--- src/performance_monitor_defs.svh ---
// Purpose: register indices, field positions and reset values of the receive error counters
// Assumes: byte address = 4 * index on a 32-bit classic Wishbone bus
// Notes: definitions only
`ifndef PERFORMANCE_MONITOR_DEFS_SVH
`define PERFORMANCE_MONITOR_DEFS_SVH

// register indices (byte address is four times the index)
`define PERFORMANCE_MONITOR_IDX_LCV_HI     3'h0
`define PERFORMANCE_MONITOR_IDX_LCV_LO     3'h1
`define PERFORMANCE_MONITOR_IDX_FAE_HI     3'h2
`define PERFORMANCE_MONITOR_IDX_FAE_LO     3'h3
`define PERFORMANCE_MONITOR_IDX_SEF        3'h4
`define PERFORMANCE_MONITOR_IDX_SA6_EN     3'h5
`define PERFORMANCE_MONITOR_IDX_IRQ_STATUS 3'h6
`define PERFORMANCE_MONITOR_IDX_IRQ_MASK   3'h7

// bus geometry
`define PERFORMANCE_MONITOR_ADR_W          8
`define PERFORMANCE_MONITOR_IDX_MSB        4
`define PERFORMANCE_MONITOR_IDX_LSB        2
`define PERFORMANCE_MONITOR_ADR_TOP_LSB    5

// count field positions inside the 12-bit counters
`define PERFORMANCE_MONITOR_LCV_HI_MSB     11
`define PERFORMANCE_MONITOR_LCV_HI_LSB     8
`define PERFORMANCE_MONITOR_LCV_LO_MSB     7
`define PERFORMANCE_MONITOR_LCV_LO_LSB     0
`define PERFORMANCE_MONITOR_FAE_HI_MSB     11
`define PERFORMANCE_MONITOR_FAE_HI_LSB     4
`define PERFORMANCE_MONITOR_FAE_LO_MSB     3
`define PERFORMANCE_MONITOR_FAE_LO_LSB     0

// sa6 enable bits and interrupt status/mask bits
`define PERFORMANCE_MONITOR_EN_SA6_ZERO    0
`define PERFORMANCE_MONITOR_EN_SA6_OTHER   1
`define PERFORMANCE_MONITOR_ST_SA6_ZERO    0
`define PERFORMANCE_MONITOR_ST_SA6_OTHER   1
`define PERFORMANCE_MONITOR_ST_LCV         2
`define PERFORMANCE_MONITOR_ST_FAE         3
`define PERFORMANCE_MONITOR_ST_SEF         4

// reset values
`define PERFORMANCE_MONITOR_RST_SA6_EN     8'h00
`define PERFORMANCE_MONITOR_RST_MASK       3'h0
`define PERFORMANCE_MONITOR_RST_STATUS     5'h00
`define PERFORMANCE_MONITOR_RST_DATA       32'h0000_0000

`endif

--- src/performance_monitor_pkg.sv ---
// Purpose: shared types of the receive error counter block
// Assumes: nothing
// Notes: types only, constants live in performance_monitor_defs.svh
package performance_monitor_pkg;

  // event strobes from the receive framer, one clock each
  typedef struct packed {
    logic bipolar_violation;
    logic fas_strobe;
    logic fas_error;
    logic frame_loss;
    logic sa6_zero;
    logic sa6_other;
  } rx_events_t;

  // snapshot of a 12-bit counter split over two byte registers
  typedef struct packed {
    logic        valid;
    logic        hi_rd;
    logic        lo_rd;
    logic [11:0] val;
  } snap_t;

endpackage

--- src/e1_receive_error_counters.sv ---
// Purpose: E1 receive error counters, clear on read, with sa6 interrupt enables
// Assumes: event strobes are synchronous to clk_i and one cycle long
// Notes: classic Wishbone slave, ack one cycle after the request is seen
//
// Functional notes
// - enable bit 1 gates sa6 others interrupt
// - enable bit 0 gates sa6 all-zeros interrupt
// - count bipolar violations in 12 bits
// - lcv high register bits 3-0, upper zero
// - lcv low register eight bits, clear on read
// - count frame alignment errors in 12 bits
// - fae high register holds upper eight bits
// - fae low register four bits, upper zero
// - 8-bit severely errored frame count, read clears
// - two consecutive fas errors without loss count
//
// Design decision made here: the Wishbone slave port.
`timescale 1ns/100ps
`default_nettype none
`include "performance_monitor_defs.svh"
module e1_receive_error_counters (
  // clock and reset
  input  wire logic                      clk_i,
  input  wire logic                      rst_i,
  input  wire logic                      ce_i,
  // wishbone slave
  input  wire logic [`PERFORMANCE_MONITOR_ADR_W-1:0]    adr_i,
  input  wire logic [31:0]               dat_i,
  output logic      [31:0]               dat_o,
  input  wire logic                      we_i,
  input  wire logic [3:0]                sel_i,
  input  wire logic                      cyc_i,
  input  wire logic                      stb_i,
  output logic                           ack_o,
  // receive framer events
  input  wire performance_monitor_pkg::rx_events_t      ev_i,
  // interrupt
  output logic                           int_o
);
  // bus and register group
  logic                ack_q;
  logic                ack_d;
  logic [31:0]         dat_q;
  logic [31:0]         dat_d;
  logic [7:0]          en_q;
  logic [7:0]          en_d;
  logic [4:2]          mask_q;
  logic [4:2]          mask_d;
  logic [4:0]          st_q;
  logic [4:0]          st_d;
  logic [4:0]          st_set;
  logic [4:0]          st_clr;
  performance_monitor_pkg::snap_t     lcv_s_q;
  performance_monitor_pkg::snap_t     lcv_s_d;
  performance_monitor_pkg::snap_t     fae_s_q;
  performance_monitor_pkg::snap_t     fae_s_d;
  // framing group
  logic                prev_err_q;
  logic                prev_err_d;
  // counters
  logic [11:0]         lcv_cnt;
  logic [11:0]         fae_cnt;
  logic [7:0]          sef_cnt;
  logic                lcv_clr;
  logic                fae_clr;
  logic                sef_clr;
  logic                lcv_evt;
  logic                fae_evt;
  logic                sef_evt;
  logic                req;
  logic                rd;
  logic [4:0]          mask_eff;

  function automatic logic hit(input logic [`PERFORMANCE_MONITOR_ADR_W-1:0] a, input logic [2:0] idx);
    return (a[`PERFORMANCE_MONITOR_ADR_W-1:`PERFORMANCE_MONITOR_ADR_TOP_LSB] == '0) && (a[`PERFORMANCE_MONITOR_IDX_MSB:`PERFORMANCE_MONITOR_IDX_LSB] == idx);
  endfunction

  // a fresh snapshot is taken unless this half of the current one is still unread
  function automatic logic need_cap(input performance_monitor_pkg::snap_t s, input logic hi);
    return !s.valid || (hi ? s.hi_rd : s.lo_rd);
  endfunction

  function automatic performance_monitor_pkg::snap_t take_half(input performance_monitor_pkg::snap_t s, input logic hi,
                                                input logic [11:0] cnt);
    performance_monitor_pkg::snap_t r;
    r = s;
    if (need_cap(s, hi)) begin
      r.valid = 1'b1;
      r.hi_rd = 1'b0;
      r.lo_rd = 1'b0;
      r.val   = cnt;
    end
    if (hi) begin
      r.hi_rd = 1'b1;
    end else begin
      r.lo_rd = 1'b1;
    end
    if (r.hi_rd && r.lo_rd) begin
      r.valid = 1'b0;
    end
    return r;
  endfunction

  assign req      = cyc_i & stb_i & ~ack_q;
  assign rd       = req & ~we_i;
  assign lcv_evt  = ev_i.bipolar_violation;
  assign fae_evt  = ev_i.fas_strobe & ev_i.fas_error;
  // a pair that the framer flags as causing loss of alignment is not counted
  assign sef_evt  = fae_evt & prev_err_q & ~ev_i.frame_loss;
  assign mask_eff = {mask_q, en_q[`PERFORMANCE_MONITOR_EN_SA6_OTHER], en_q[`PERFORMANCE_MONITOR_EN_SA6_ZERO]};

  always_comb begin
    ack_d   = 1'b0;
    dat_d   = dat_q;
    en_d    = en_q;
    mask_d  = mask_q;
    lcv_s_d = lcv_s_q;
    fae_s_d = fae_s_q;
    lcv_clr = 1'b0;
    fae_clr = 1'b0;
    sef_clr = 1'b0;
    st_clr  = '0;
    st_set  = '0;
    st_set[`PERFORMANCE_MONITOR_ST_SA6_ZERO]  = ev_i.sa6_zero;
    st_set[`PERFORMANCE_MONITOR_ST_SA6_OTHER] = ev_i.sa6_other;
    st_set[`PERFORMANCE_MONITOR_ST_LCV]       = lcv_evt;
    st_set[`PERFORMANCE_MONITOR_ST_FAE]       = fae_evt;
    st_set[`PERFORMANCE_MONITOR_ST_SEF]       = sef_evt;
    if (req) begin
      ack_d = 1'b1;
      dat_d = `PERFORMANCE_MONITOR_RST_DATA;
      if (hit(adr_i, `PERFORMANCE_MONITOR_IDX_LCV_HI)) begin
        if (!we_i) begin
          lcv_clr = need_cap(lcv_s_q, 1'b1);
          lcv_s_d = take_half(lcv_s_q, 1'b1, lcv_cnt);
          dat_d   = {28'h0, lcv_s_d.val[`PERFORMANCE_MONITOR_LCV_HI_MSB:`PERFORMANCE_MONITOR_LCV_HI_LSB]};
        end
      end else if (hit(adr_i, `PERFORMANCE_MONITOR_IDX_LCV_LO)) begin
        if (!we_i) begin
          lcv_clr = need_cap(lcv_s_q, 1'b0);
          lcv_s_d = take_half(lcv_s_q, 1'b0, lcv_cnt);
          dat_d   = {24'h0, lcv_s_d.val[`PERFORMANCE_MONITOR_LCV_LO_MSB:`PERFORMANCE_MONITOR_LCV_LO_LSB]};
        end
      end else if (hit(adr_i, `PERFORMANCE_MONITOR_IDX_FAE_HI)) begin
        if (!we_i) begin
          fae_clr = need_cap(fae_s_q, 1'b1);
          fae_s_d = take_half(fae_s_q, 1'b1, fae_cnt);
          dat_d   = {24'h0, fae_s_d.val[`PERFORMANCE_MONITOR_FAE_HI_MSB:`PERFORMANCE_MONITOR_FAE_HI_LSB]};
        end
      end else if (hit(adr_i, `PERFORMANCE_MONITOR_IDX_FAE_LO)) begin
        if (!we_i) begin
          fae_clr = need_cap(fae_s_q, 1'b0);
          fae_s_d = take_half(fae_s_q, 1'b0, fae_cnt);
          dat_d   = {28'h0, fae_s_d.val[`PERFORMANCE_MONITOR_FAE_LO_MSB:`PERFORMANCE_MONITOR_FAE_LO_LSB]};
        end
      end else if (hit(adr_i, `PERFORMANCE_MONITOR_IDX_SEF)) begin
        if (!we_i) begin
          sef_clr = 1'b1;
          dat_d   = {24'h0, sef_cnt};
        end
      end else if (hit(adr_i, `PERFORMANCE_MONITOR_IDX_SA6_EN)) begin
        if (we_i && sel_i[0]) begin
          en_d = dat_i[7:0];
        end
        dat_d = {24'h0, en_q};
      end else if (hit(adr_i, `PERFORMANCE_MONITOR_IDX_IRQ_STATUS)) begin
        if (we_i && sel_i[0]) begin
          st_clr = dat_i[4:0];
        end
        dat_d = {27'h0, st_q};
      end else if (hit(adr_i, `PERFORMANCE_MONITOR_IDX_IRQ_MASK)) begin
        // mask bits 1-0 are the sa6 enable bits seen through a second window
        if (we_i && sel_i[0]) begin
          mask_d                  = dat_i[4:2];
          en_d[`PERFORMANCE_MONITOR_EN_SA6_ZERO]  = dat_i[0];
          en_d[`PERFORMANCE_MONITOR_EN_SA6_OTHER] = dat_i[1];
        end
        dat_d = {27'h0, mask_eff};
      end
    end
    // an event in the cycle of its clear is kept
    st_d = (st_q & ~st_clr) | st_set;
  end

  always_ff @(posedge clk_i) begin
    if (rst_i) begin
      ack_q   <= 1'b0;
      dat_q   <= `PERFORMANCE_MONITOR_RST_DATA;
      en_q    <= `PERFORMANCE_MONITOR_RST_SA6_EN;
      mask_q  <= `PERFORMANCE_MONITOR_RST_MASK;
      st_q    <= `PERFORMANCE_MONITOR_RST_STATUS;
      lcv_s_q <= '0;
      fae_s_q <= '0;
    end else if (ce_i) begin
      ack_q   <= ack_d;
      dat_q   <= dat_d;
      en_q    <= en_d;
      mask_q  <= mask_d;
      st_q    <= st_d;
      lcv_s_q <= lcv_s_d;
      fae_s_q <= fae_s_d;
    end
  end

  always_comb begin
    prev_err_d = prev_err_q;
    if (ev_i.fas_strobe) begin
      // a counted pair is consumed so a third error does not count twice
      prev_err_d = ev_i.fas_error & ~sef_evt & ~ev_i.frame_loss;
    end
  end

  always_ff @(posedge clk_i) begin
    if (rst_i) begin
      prev_err_q <= 1'b0;
    end else if (ce_i) begin
      prev_err_q <= prev_err_d;
    end
  end

  sat_counter #(.W(12)) u_lcv (
    .clk_i (clk_i),
    .rst_i (rst_i),
    .ce_i  (ce_i),
    .inc_i (lcv_evt),
    .clr_i (lcv_clr),
    .cnt_o (lcv_cnt)
  );

  sat_counter #(.W(12)) u_fae (
    .clk_i (clk_i),
    .rst_i (rst_i),
    .ce_i  (ce_i),
    .inc_i (fae_evt),
    .clr_i (fae_clr),
    .cnt_o (fae_cnt)
  );

  sat_counter #(.W(8)) u_sef (
    .clk_i (clk_i),
    .rst_i (rst_i),
    .ce_i  (ce_i),
    .inc_i (sef_evt),
    .clr_i (sef_clr),
    .cnt_o (sef_cnt)
  );

  assign ack_o = ack_q;
  assign dat_o = dat_q;
  assign int_o = |(st_q & mask_eff);
endmodule // e1_receive_error_counters
`default_nettype wire

--- src/sat_counter.sv ---
// Purpose: saturating event counter with synchronous restart
// Assumes: clr_i and inc_i in the same cycle restart the count at one
// Notes: holds at all ones instead of wrapping
`timescale 1ns/100ps
`default_nettype none
module sat_counter #(
  parameter int W = 12
) (
  // clock and reset
  input  wire logic         clk_i,
  input  wire logic         rst_i,
  input  wire logic         ce_i,
  // control
  input  wire logic         inc_i,
  input  wire logic         clr_i,
  // count
  output logic [W-1:0]      cnt_o
);
  logic [W-1:0] cnt_q;
  logic [W-1:0] cnt_d;
  logic [W-1:0] base;

  always_comb begin
    base  = clr_i ? '0 : cnt_q;
    cnt_d = base;
    if (inc_i && (base != {W{1'b1}})) begin
      cnt_d = base + {{(W-1){1'b0}}, 1'b1};
    end
  end

  always_ff @(posedge clk_i) begin
    if (rst_i) begin
      cnt_q <= '0;
    end else if (ce_i) begin
      cnt_q <= cnt_d;
    end
  end

  assign cnt_o = cnt_q;
endmodule // sat_counter
`default_nettype wire
--- config.mk ---
export PLATFORM = sky130hd
export DESIGN_NAME = e1_receive_error_counters
export DESIGN_NICKNAME = d
export VERILOG_FILES = /design/src/performance_monitor_pkg.sv /design/src/e1_receive_error_counters.sv /design/src/sat_counter.sv
export VERILOG_INCLUDE_DIRS = /design/src
export SDC_FILE = /design/constraint.sdc
export NUM_CORES = 1
export LEC_CHECK = 0
export BUFFER_PORTS_ARGS = -buffer_cell sky130_fd_sc_hd__clkbuf_2
export CAP_MARGIN = 20
export CORE_ASPECT_RATIO = 1.2
export CORE_UTILIZATION = 45
export DETAILED_ROUTE_END_ITERATION = 10
export GPL_ROUTABILITY_DRIVEN = 1
export PLACE_DENSITY = 0.67
export REMOVE_ABC_BUFFERS = 1
export SLEW_MARGIN = 20
export SYNTH_ARGS = -nofsm -noshare
export SYNTH_HDL_FRONTEND = slang
export SYNTH_SLANG_ARGS = --single-unit
--- constraint.sdc ---
create_clock -name clk_i -period 6.6 [get_ports clk_i]
set_clock_uncertainty 0.1 [all_clocks]
set_input_delay 0.33 -clock clk_i [delete_from_list [all_inputs] [get_ports clk_i]]
set_output_delay 0.33 -clock clk_i [all_outputs]
set_load 0.05 [all_outputs]
==> results of run 1 <==
==> final timing paths <==
| kind | depth (start not counted) | endpoint | slack, ns |
|---|---|---|---|
| setup / recovery | 10 | u_lcv.cnt_o[11] | 3.07 |
| hold / removal | 3 | en_q[6] | 0.12 |
| setup reg to reg | 9 | u_lcv.cnt_o[11] | 3.49 |
| hold reg to reg | 2 | fae_s_q[5] | 0.36 |
==> Yosys cell counts (3+ instances only) <==
| master | number |
|---|---|
| inv_1 | 8 |
| nor4_1 | 6 |
| buf_2 | 5 |
| a21o_1 | 3 |
| nor2b_1 | 6 |
| nor2_1 | 59 |
| dfxtp_1 | 88 |
| nand4_1 | 13 |
| a22oi_1 | 5 |
| and2_1 | 14 |
| a21oi_1 | 57 |
| nand2b_1 | 8 |
| a211oi_1 | 9 |
| mux2i_1 | 46 |
| mux2_2 | 3 |
| or3_1 | 4 |
| a31oi_1 | 8 |
| nand3_1 | 24 |
| clkbuf_1 | 21 |
| xnor2_1 | 6 |
| and4_1 | 5 |
| buf_4 | 24 |
| nand2_1 | 70 |
| o22ai_1 | 11 |
| and3_1 | 9 |
| o21ai_0 | 21 |
| o2111ai_1 | 8 |
| xor2_1 | 3 |
| a221o_1 | 7 |
| nor3_1 | 8 |
| nor3b_1 | 3 |
| nand3b_1 | 3 |
| o211ai_1 | 8 |
| buf_1 | 4 |
| ha_1 | 3 |
==> flip-flops by register name, indices dropped and copies added, names as in the netlist <==
signal,count
u_lcv.cnt_o,12
u_fae.cnt_o,12
ack_o,1
prev_err_q,1
u_sef.cnt_o,8
lcv_s_q,15
en_q,8
fae_s_q,15
mask_q,3
dat_o,8
st_q,5
==> through the flow <==
step | power (uW) | setup WS (ns) | utilization
after floorplan | 615.8 | 3.711 | -
after global placement | 652.8 | 2.860 | 0.4820
after detailed placement | 654.3 | 2.805 | 0.4820
after CTS | 1159 | 3.164 | 0.5089
after global routing | 1190 | 2.849 | 0.5092
final | 1155 | 3.071 | 0.5092
==> worst register-to-register path: stages (launching register included) <==
cell and delay (ns):
dfxtp_1 0.36, and3b_1 0.42, o2111ai_1 0.42, and2_1 0.35, ha_1 0.23, and4_1 0.24
a21oi_1 0.18, and2_1 0.27, nand4_1 0.14, mux2_2 0.30
==> layout make-up <==
class / count / area [um^2] / share of cell area
multi-input cells: 491 / 3022 / 0.5535
flip-flops and latches: 88 / 1762 / 0.3227
clock buffers: 10 / 229.0 / 0.04194
repair buffers: 38 / 195.2 / 0.03576
well taps: 129 / 161.4 / 0.02957
clock inverters: 6 / 60.06 / 0.01100
inverters: 8 / 30.03 / 0.005501
==> per-layer routing <==
metal	vias up	wire, um	GRT usage
li1	2269	-	-
met1	2266	5965	0.3167
met2	167	6571	0.3856
met3	20	742	0.04038
met4	0	274	0.09608
met5	-	0	0
==> report_power, final <==
| part | internal [uW] | total [uW] | switching, uW |
|---|---|---|---|
| logic | 21.1 | 103 | 81.5 |
| clock network | 292 | 510 | 219 |
| registers | 536 | 541 | 5.41 |
==> logic make-up after synthesis <==
group | after synthesis | share of synthesized area
AOI/OAI and AO/OA | 157 | 0.2058
DFF | 88 | 0.3499
xor gates and xnor gates | 9 | 0.01566
buffers and inverters | 63 | 0.06759
other | 1 | 0.0007448
muxes | 50 | 0.1026
and+or+nand+nor | 248 | 0.2502
adders and majority gates | 3 | 0.007456
==> metrics.txt, run 1 <==
WP data required=6.73 ns; number of warnings issued by yosys=0; dpl cells=754; net count reported at finish=695; buffers inserted by post-CTS timing repair=0; first-pass GRT wire length=22180 um; number of buffers added to fix hold violations after cts=0; most common cell after layout, fill and taps aside=dfxtp_1; number of nets with antenna violations after routing=0; sinks on the clock net=88; RePlAce Congestion=0.8717; arrival time worst endpoint=3.66 ns; power density over cell area=211.5 mW/mm^2; biggest cell delay along the critical path=0.84 ns; largest net degree at the start of global routing=86; number of maximum-capacitance violations=0; slew of the pin with the lowest slew margin=1.020 ns; count of pins over their slew limit=0; headroom to the max-slew limit=0.3180; count of buffering cells on the critical path with inverters included=1; most used cells in the layout excluding fill and tap cells=88 x dfxtp_1, 70 x nand2_1, 59 x nor2_1, 57 x a21oi_1, 46 x mux2i_1; effective utilization at floorplan=0.4696; initial detailed-routing violation count=325; CP most frequent cell=and2_1; Setup crit start=adr_i[3]; Detailed Route WL=13560 um; class of the most critical hold timing path=in -> reg; Max Freq=0.2833 GHz; count of unique library cells instantiated by Yosys=63; final routed wire length divided by cell count=17.60 um; Layout Area Growth over Synthesis=8.425%; start point of the worst hold path=dat_i[6]; CTS H-tree depth=3; largest fanout on the critical path=14; unrepaired setup endpoints after global routing=no; hold_ws=0.1167 ns; routed vias=4722; clock tree buffer depth=2; overall die height=117.9 um; area enclosed by the die boundary=0.01162 mm^2; post-route cell area=0.005459 mm^2; post-CTS resize count=0; portion of the clock cycle consumed by the worst path in the final layout=0.5348; # DRC=0; kind of cell adding the most delay to the critical path=simple AND/OR/NAND/NOR gates; Post-synth ARST share=0; top area cells in the synthesized netlist=dfxtp_1 35%, mux2i_1 9.1%, a21oi_1 5.7%; largest area contributor in the synthesized netlist=dfxtp_1; setup violators final=0; TritonRoute pass-1 iters=5; Boundary Pins=90; post-synthesis instance area=0.005035 mm^2; number of instances in the synthesized netlist=619; slowest library cell on the worst path=nor4_2; TritonCTS clock tree=done; critical setup path kind=in -> reg; maximum vdd drop=0.1193 mV; final worst path period need=3.529 ns; leakage component of the power=0.001941 uW; HPWL after DPL=9500 um; instance area after placement=0.005167 mm^2; crit start category=primary input; Rows=41; Total GRT Usage=0.2393; clock slew at reported path FFs=0.06 ns; number of I/O port buffers=36; accumulated negative setup slack=0 ns; synthesis-stage register bit count=88; average size of a mapped cell=8.134 um^2; Die W=98.56 um; number of enable-type register cells in the synthesized netlist=0; area inside the core boundary=0.01072 mm^2; reg2reg start=ack_o; number of antenna diodes=0; filler-free cell count of the finished design=770; fraction of final layout cells with drive strength greater than 1=0.1092; kind of end point of the critical path=flop; area share of the largest cell type after synthesis=0.3499; Hold Fails Final Rpt=0; status=complete, no violations; part of the Yosys area used for sequential elements=0.3499; Synth Flop Type=dfxtp_1; number of filler instances in the final layout=1047; number of buffers created by CTS=9; source-to-sink clock delay at the later pin of the worst-skew pair=0.35 ns; DR vias/cell=6.132; cell breakdown of the critical path=clkbuf_2 > nor4_2 > o2111ai_1 > and2_1 > ha_1 > and4_1 > a21oi_1 > and2_1 > nand4_1 > mux2_2; antenna violations before repair=0; number of global-route vias before repair=4358; residual overflow from global routing=0; Root Buffer=clkbuf_16
(Power assumes the default switching activity.)
==> inputs of run 2 (changes only) <==
Clock period 6.6 ns to 3.55 ns, I/O delays scaled along.
==> metrics.txt, run 2 (synthesized netlist as in run 1, its figures left out) <==
count of pins over their slew limit=0 (unchanged); HPWL after DPL=9867 um (+3.9%); routed vias=4769 (+1.0%); Die W=98.56 um (unchanged); buffers inserted by post-CTS timing repair=0 (unchanged); leakage component of the power=0.002043 uW (+5.3%); arrival time worst endpoint=3.00 ns (-0.66 ns); final total power=2183 uW (+89%); post-CTS resize count=0 (unchanged); number of I/O port buffers=36 (unchanged); number of antenna diodes=0 (unchanged); clock tree buffer depth=2 (unchanged); headroom to the max-slew limit=0.3286 (+0.01052); most used cells in the layout excluding fill and tap cells=88 x dfxtp_1, 70 x nand2_1, 59 x nor2_1, 57 x a21oi_1, 46 x mux2i_1; final worst path period need=2.873 ns; accumulated negative setup slack=0 ns (unchanged); residual overflow from global routing=0 (unchanged); class of the most critical hold timing path=in -> reg; slew of the pin with the lowest slew margin=1.005 ns (-0.01462 ns); number of nets with antenna violations after routing=0 (unchanged); number of filler instances in the final layout=1025 (-2.1%); TritonCTS clock tree=done; most common cell after layout, fill and taps aside=dfxtp_1; largest net degree at the start of global routing=52 (-40%); RePlAce Congestion=0.9244 (+6.0%); clock slew at reported path FFs=0.06 ns (about the same); initial detailed-routing violation count=342 (+5.2%); CTS H-tree depth=3 (unchanged); WP data required=3.67 ns (-3.06 ns); effective utilization at floorplan=0.4696 (unchanged); net count reported at finish=714 (+2.7%); area enclosed by the die boundary=0.01162 mm^2 (unchanged); overall die height=117.9 um (unchanged); final routed wire length divided by cell count=17.24 um (-2.1%); crit start category=flop; TritonRoute pass-1 iters=5 (unchanged); critical setup path kind=reg -> reg; DR vias/cell=6.044 (-1.4%); number of buffers created by CTS=9 (unchanged); number of buffers added to fix hold violations after cts=5 (+5); Layout Area Growth over Synthesis=11.68%; biggest regs=fae_s_q: 15 flops, lcv_s_q: 15 flops; number of maximum-capacitance violations=0 (unchanged); Total GRT Usage=0.2405 (+0.001213); Detailed Route WL=13600 um (+0.34%); failing checks=negative hold slack; Max Freq=0.3481 GHz; Root Buffer=clkbuf_16; portion of the clock cycle consumed by the worst path in the final layout=0.8092; # DRC=0 (unchanged); sinks on the clock net=88 (unchanged); number of global-route vias before repair=4450 (+2.1%); fraction of final layout cells with drive strength greater than 1=0.1242 (+0.01504); Boundary Pins=90 (unchanged); power density over cell area=388.2 mW/mm^2 (+84%); setup violators final=0 (unchanged); unrepaired setup endpoints after global routing=no; hold_ws=-0.006048 ns (-0.1228 ns); final cell utilization of the core=0.5244 (+0.01529); first-pass GRT wire length=22110 um (-0.34%); largest fanout on the critical path=6 (-8); Rows=41 (unchanged); antenna violations before repair=0 (unchanged); Hold Fails Final Rpt=2 (+2); kind of end point of the critical path=flop; source-to-sink clock delay at the later pin of the worst-skew pair=0.35 ns (about the same); area inside the core boundary=0.01072 mm^2 (unchanged); maximum vdd drop=0.2119 mV (+78%); status=complete, but fails checks
[run 2: cell types whose count changed in the layout (fill, tap and decap cells not counted), sizes merged]
| cell | previous run | this run |
|---|---|---|
| clkbuf | 46 | 49 |
| clkinvlp | 2 | 0 |
| dlygate4sd3 | 0 | 5 |
| buf | 2 | 16 |
| clkinv | 3 | 2 |
[run 2: per-layer routing]
metal / up-vias / wire [um] / part of all wire / track usage
met2: 154 / 6398 / 0.47 / 0.3873
met4: 0 / 505 / 0.037 / 0.1222
met5: - / 0 / 0 / 0
li1: 2304 / - / - / -
met3: 36 / 596 / 0.044 / 0.03860
met1: 2275 / 6100 / 0.45 / 0.3098
[run 2: cell type report]
| class | instances | area, um^2 | area share |
|---|---|---|---|
| clock inverters | 3 | 40.04 | 0.007121 |
| flip-flops and latches | 88 | 1762 | 0.3133 |
| multi-input cells | 491 | 3019 | 0.5369 |
| repair buffers | 57 | 350.3 | 0.06231 |
| well taps | 129 | 161.4 | 0.02870 |
| clock buffers | 13 | 260.3 | 0.04628 |
| inverters | 8 | 30.03 | 0.005340 |
[run 2: per-stage QoR]
step | setup slack, ns | cells | cell area, um^2
2_1_floorplan | 0.7959 | 587 | 4811
3_3_place_gp | 0.5838 | 768 | 5273
3_5_place_dp | 0.5226 | 768 | 5273
4_1_cts | 0.7231 | 789 | 5623
5_1_grt | 0.5389 | 789 | 5623
6_report | 0.6775 | 789 | 5623
[run 2: report_power, final]
group          switching [uW]  total (uW)  internal [uW]
clock                     391         973            582
combinational             154         203           48.6
sequential               9.64        1010            997
[run 2: worst paths after layout]
path / start / end / slack (ns) / cells past startpoint
worst min register to register: fae_s_q[10] / fae_s_q[10] / 0.36 / 2
worst min-delay path: dat_i[0] / en_q[0] / -0.006 / 3
worst max register to register: ack_o / u_sef.cnt_o[5] / 0.68 / 9
worst max-delay path: ack_o / u_sef.cnt_o[5] / 0.68 / 9
[run 2: critical path, cell delays in order, from the launching register on]
cell and delay, ns:
dfxtp_1 0.35, nand3b_1 0.34, o31ai_1 0.55, inv_1 0.14, ha_1 0.24, nand2_1 0.12
a31oi_1 0.10, a2111oi_4 0.54, a31o_1 0.20, a21oi_1 0.05
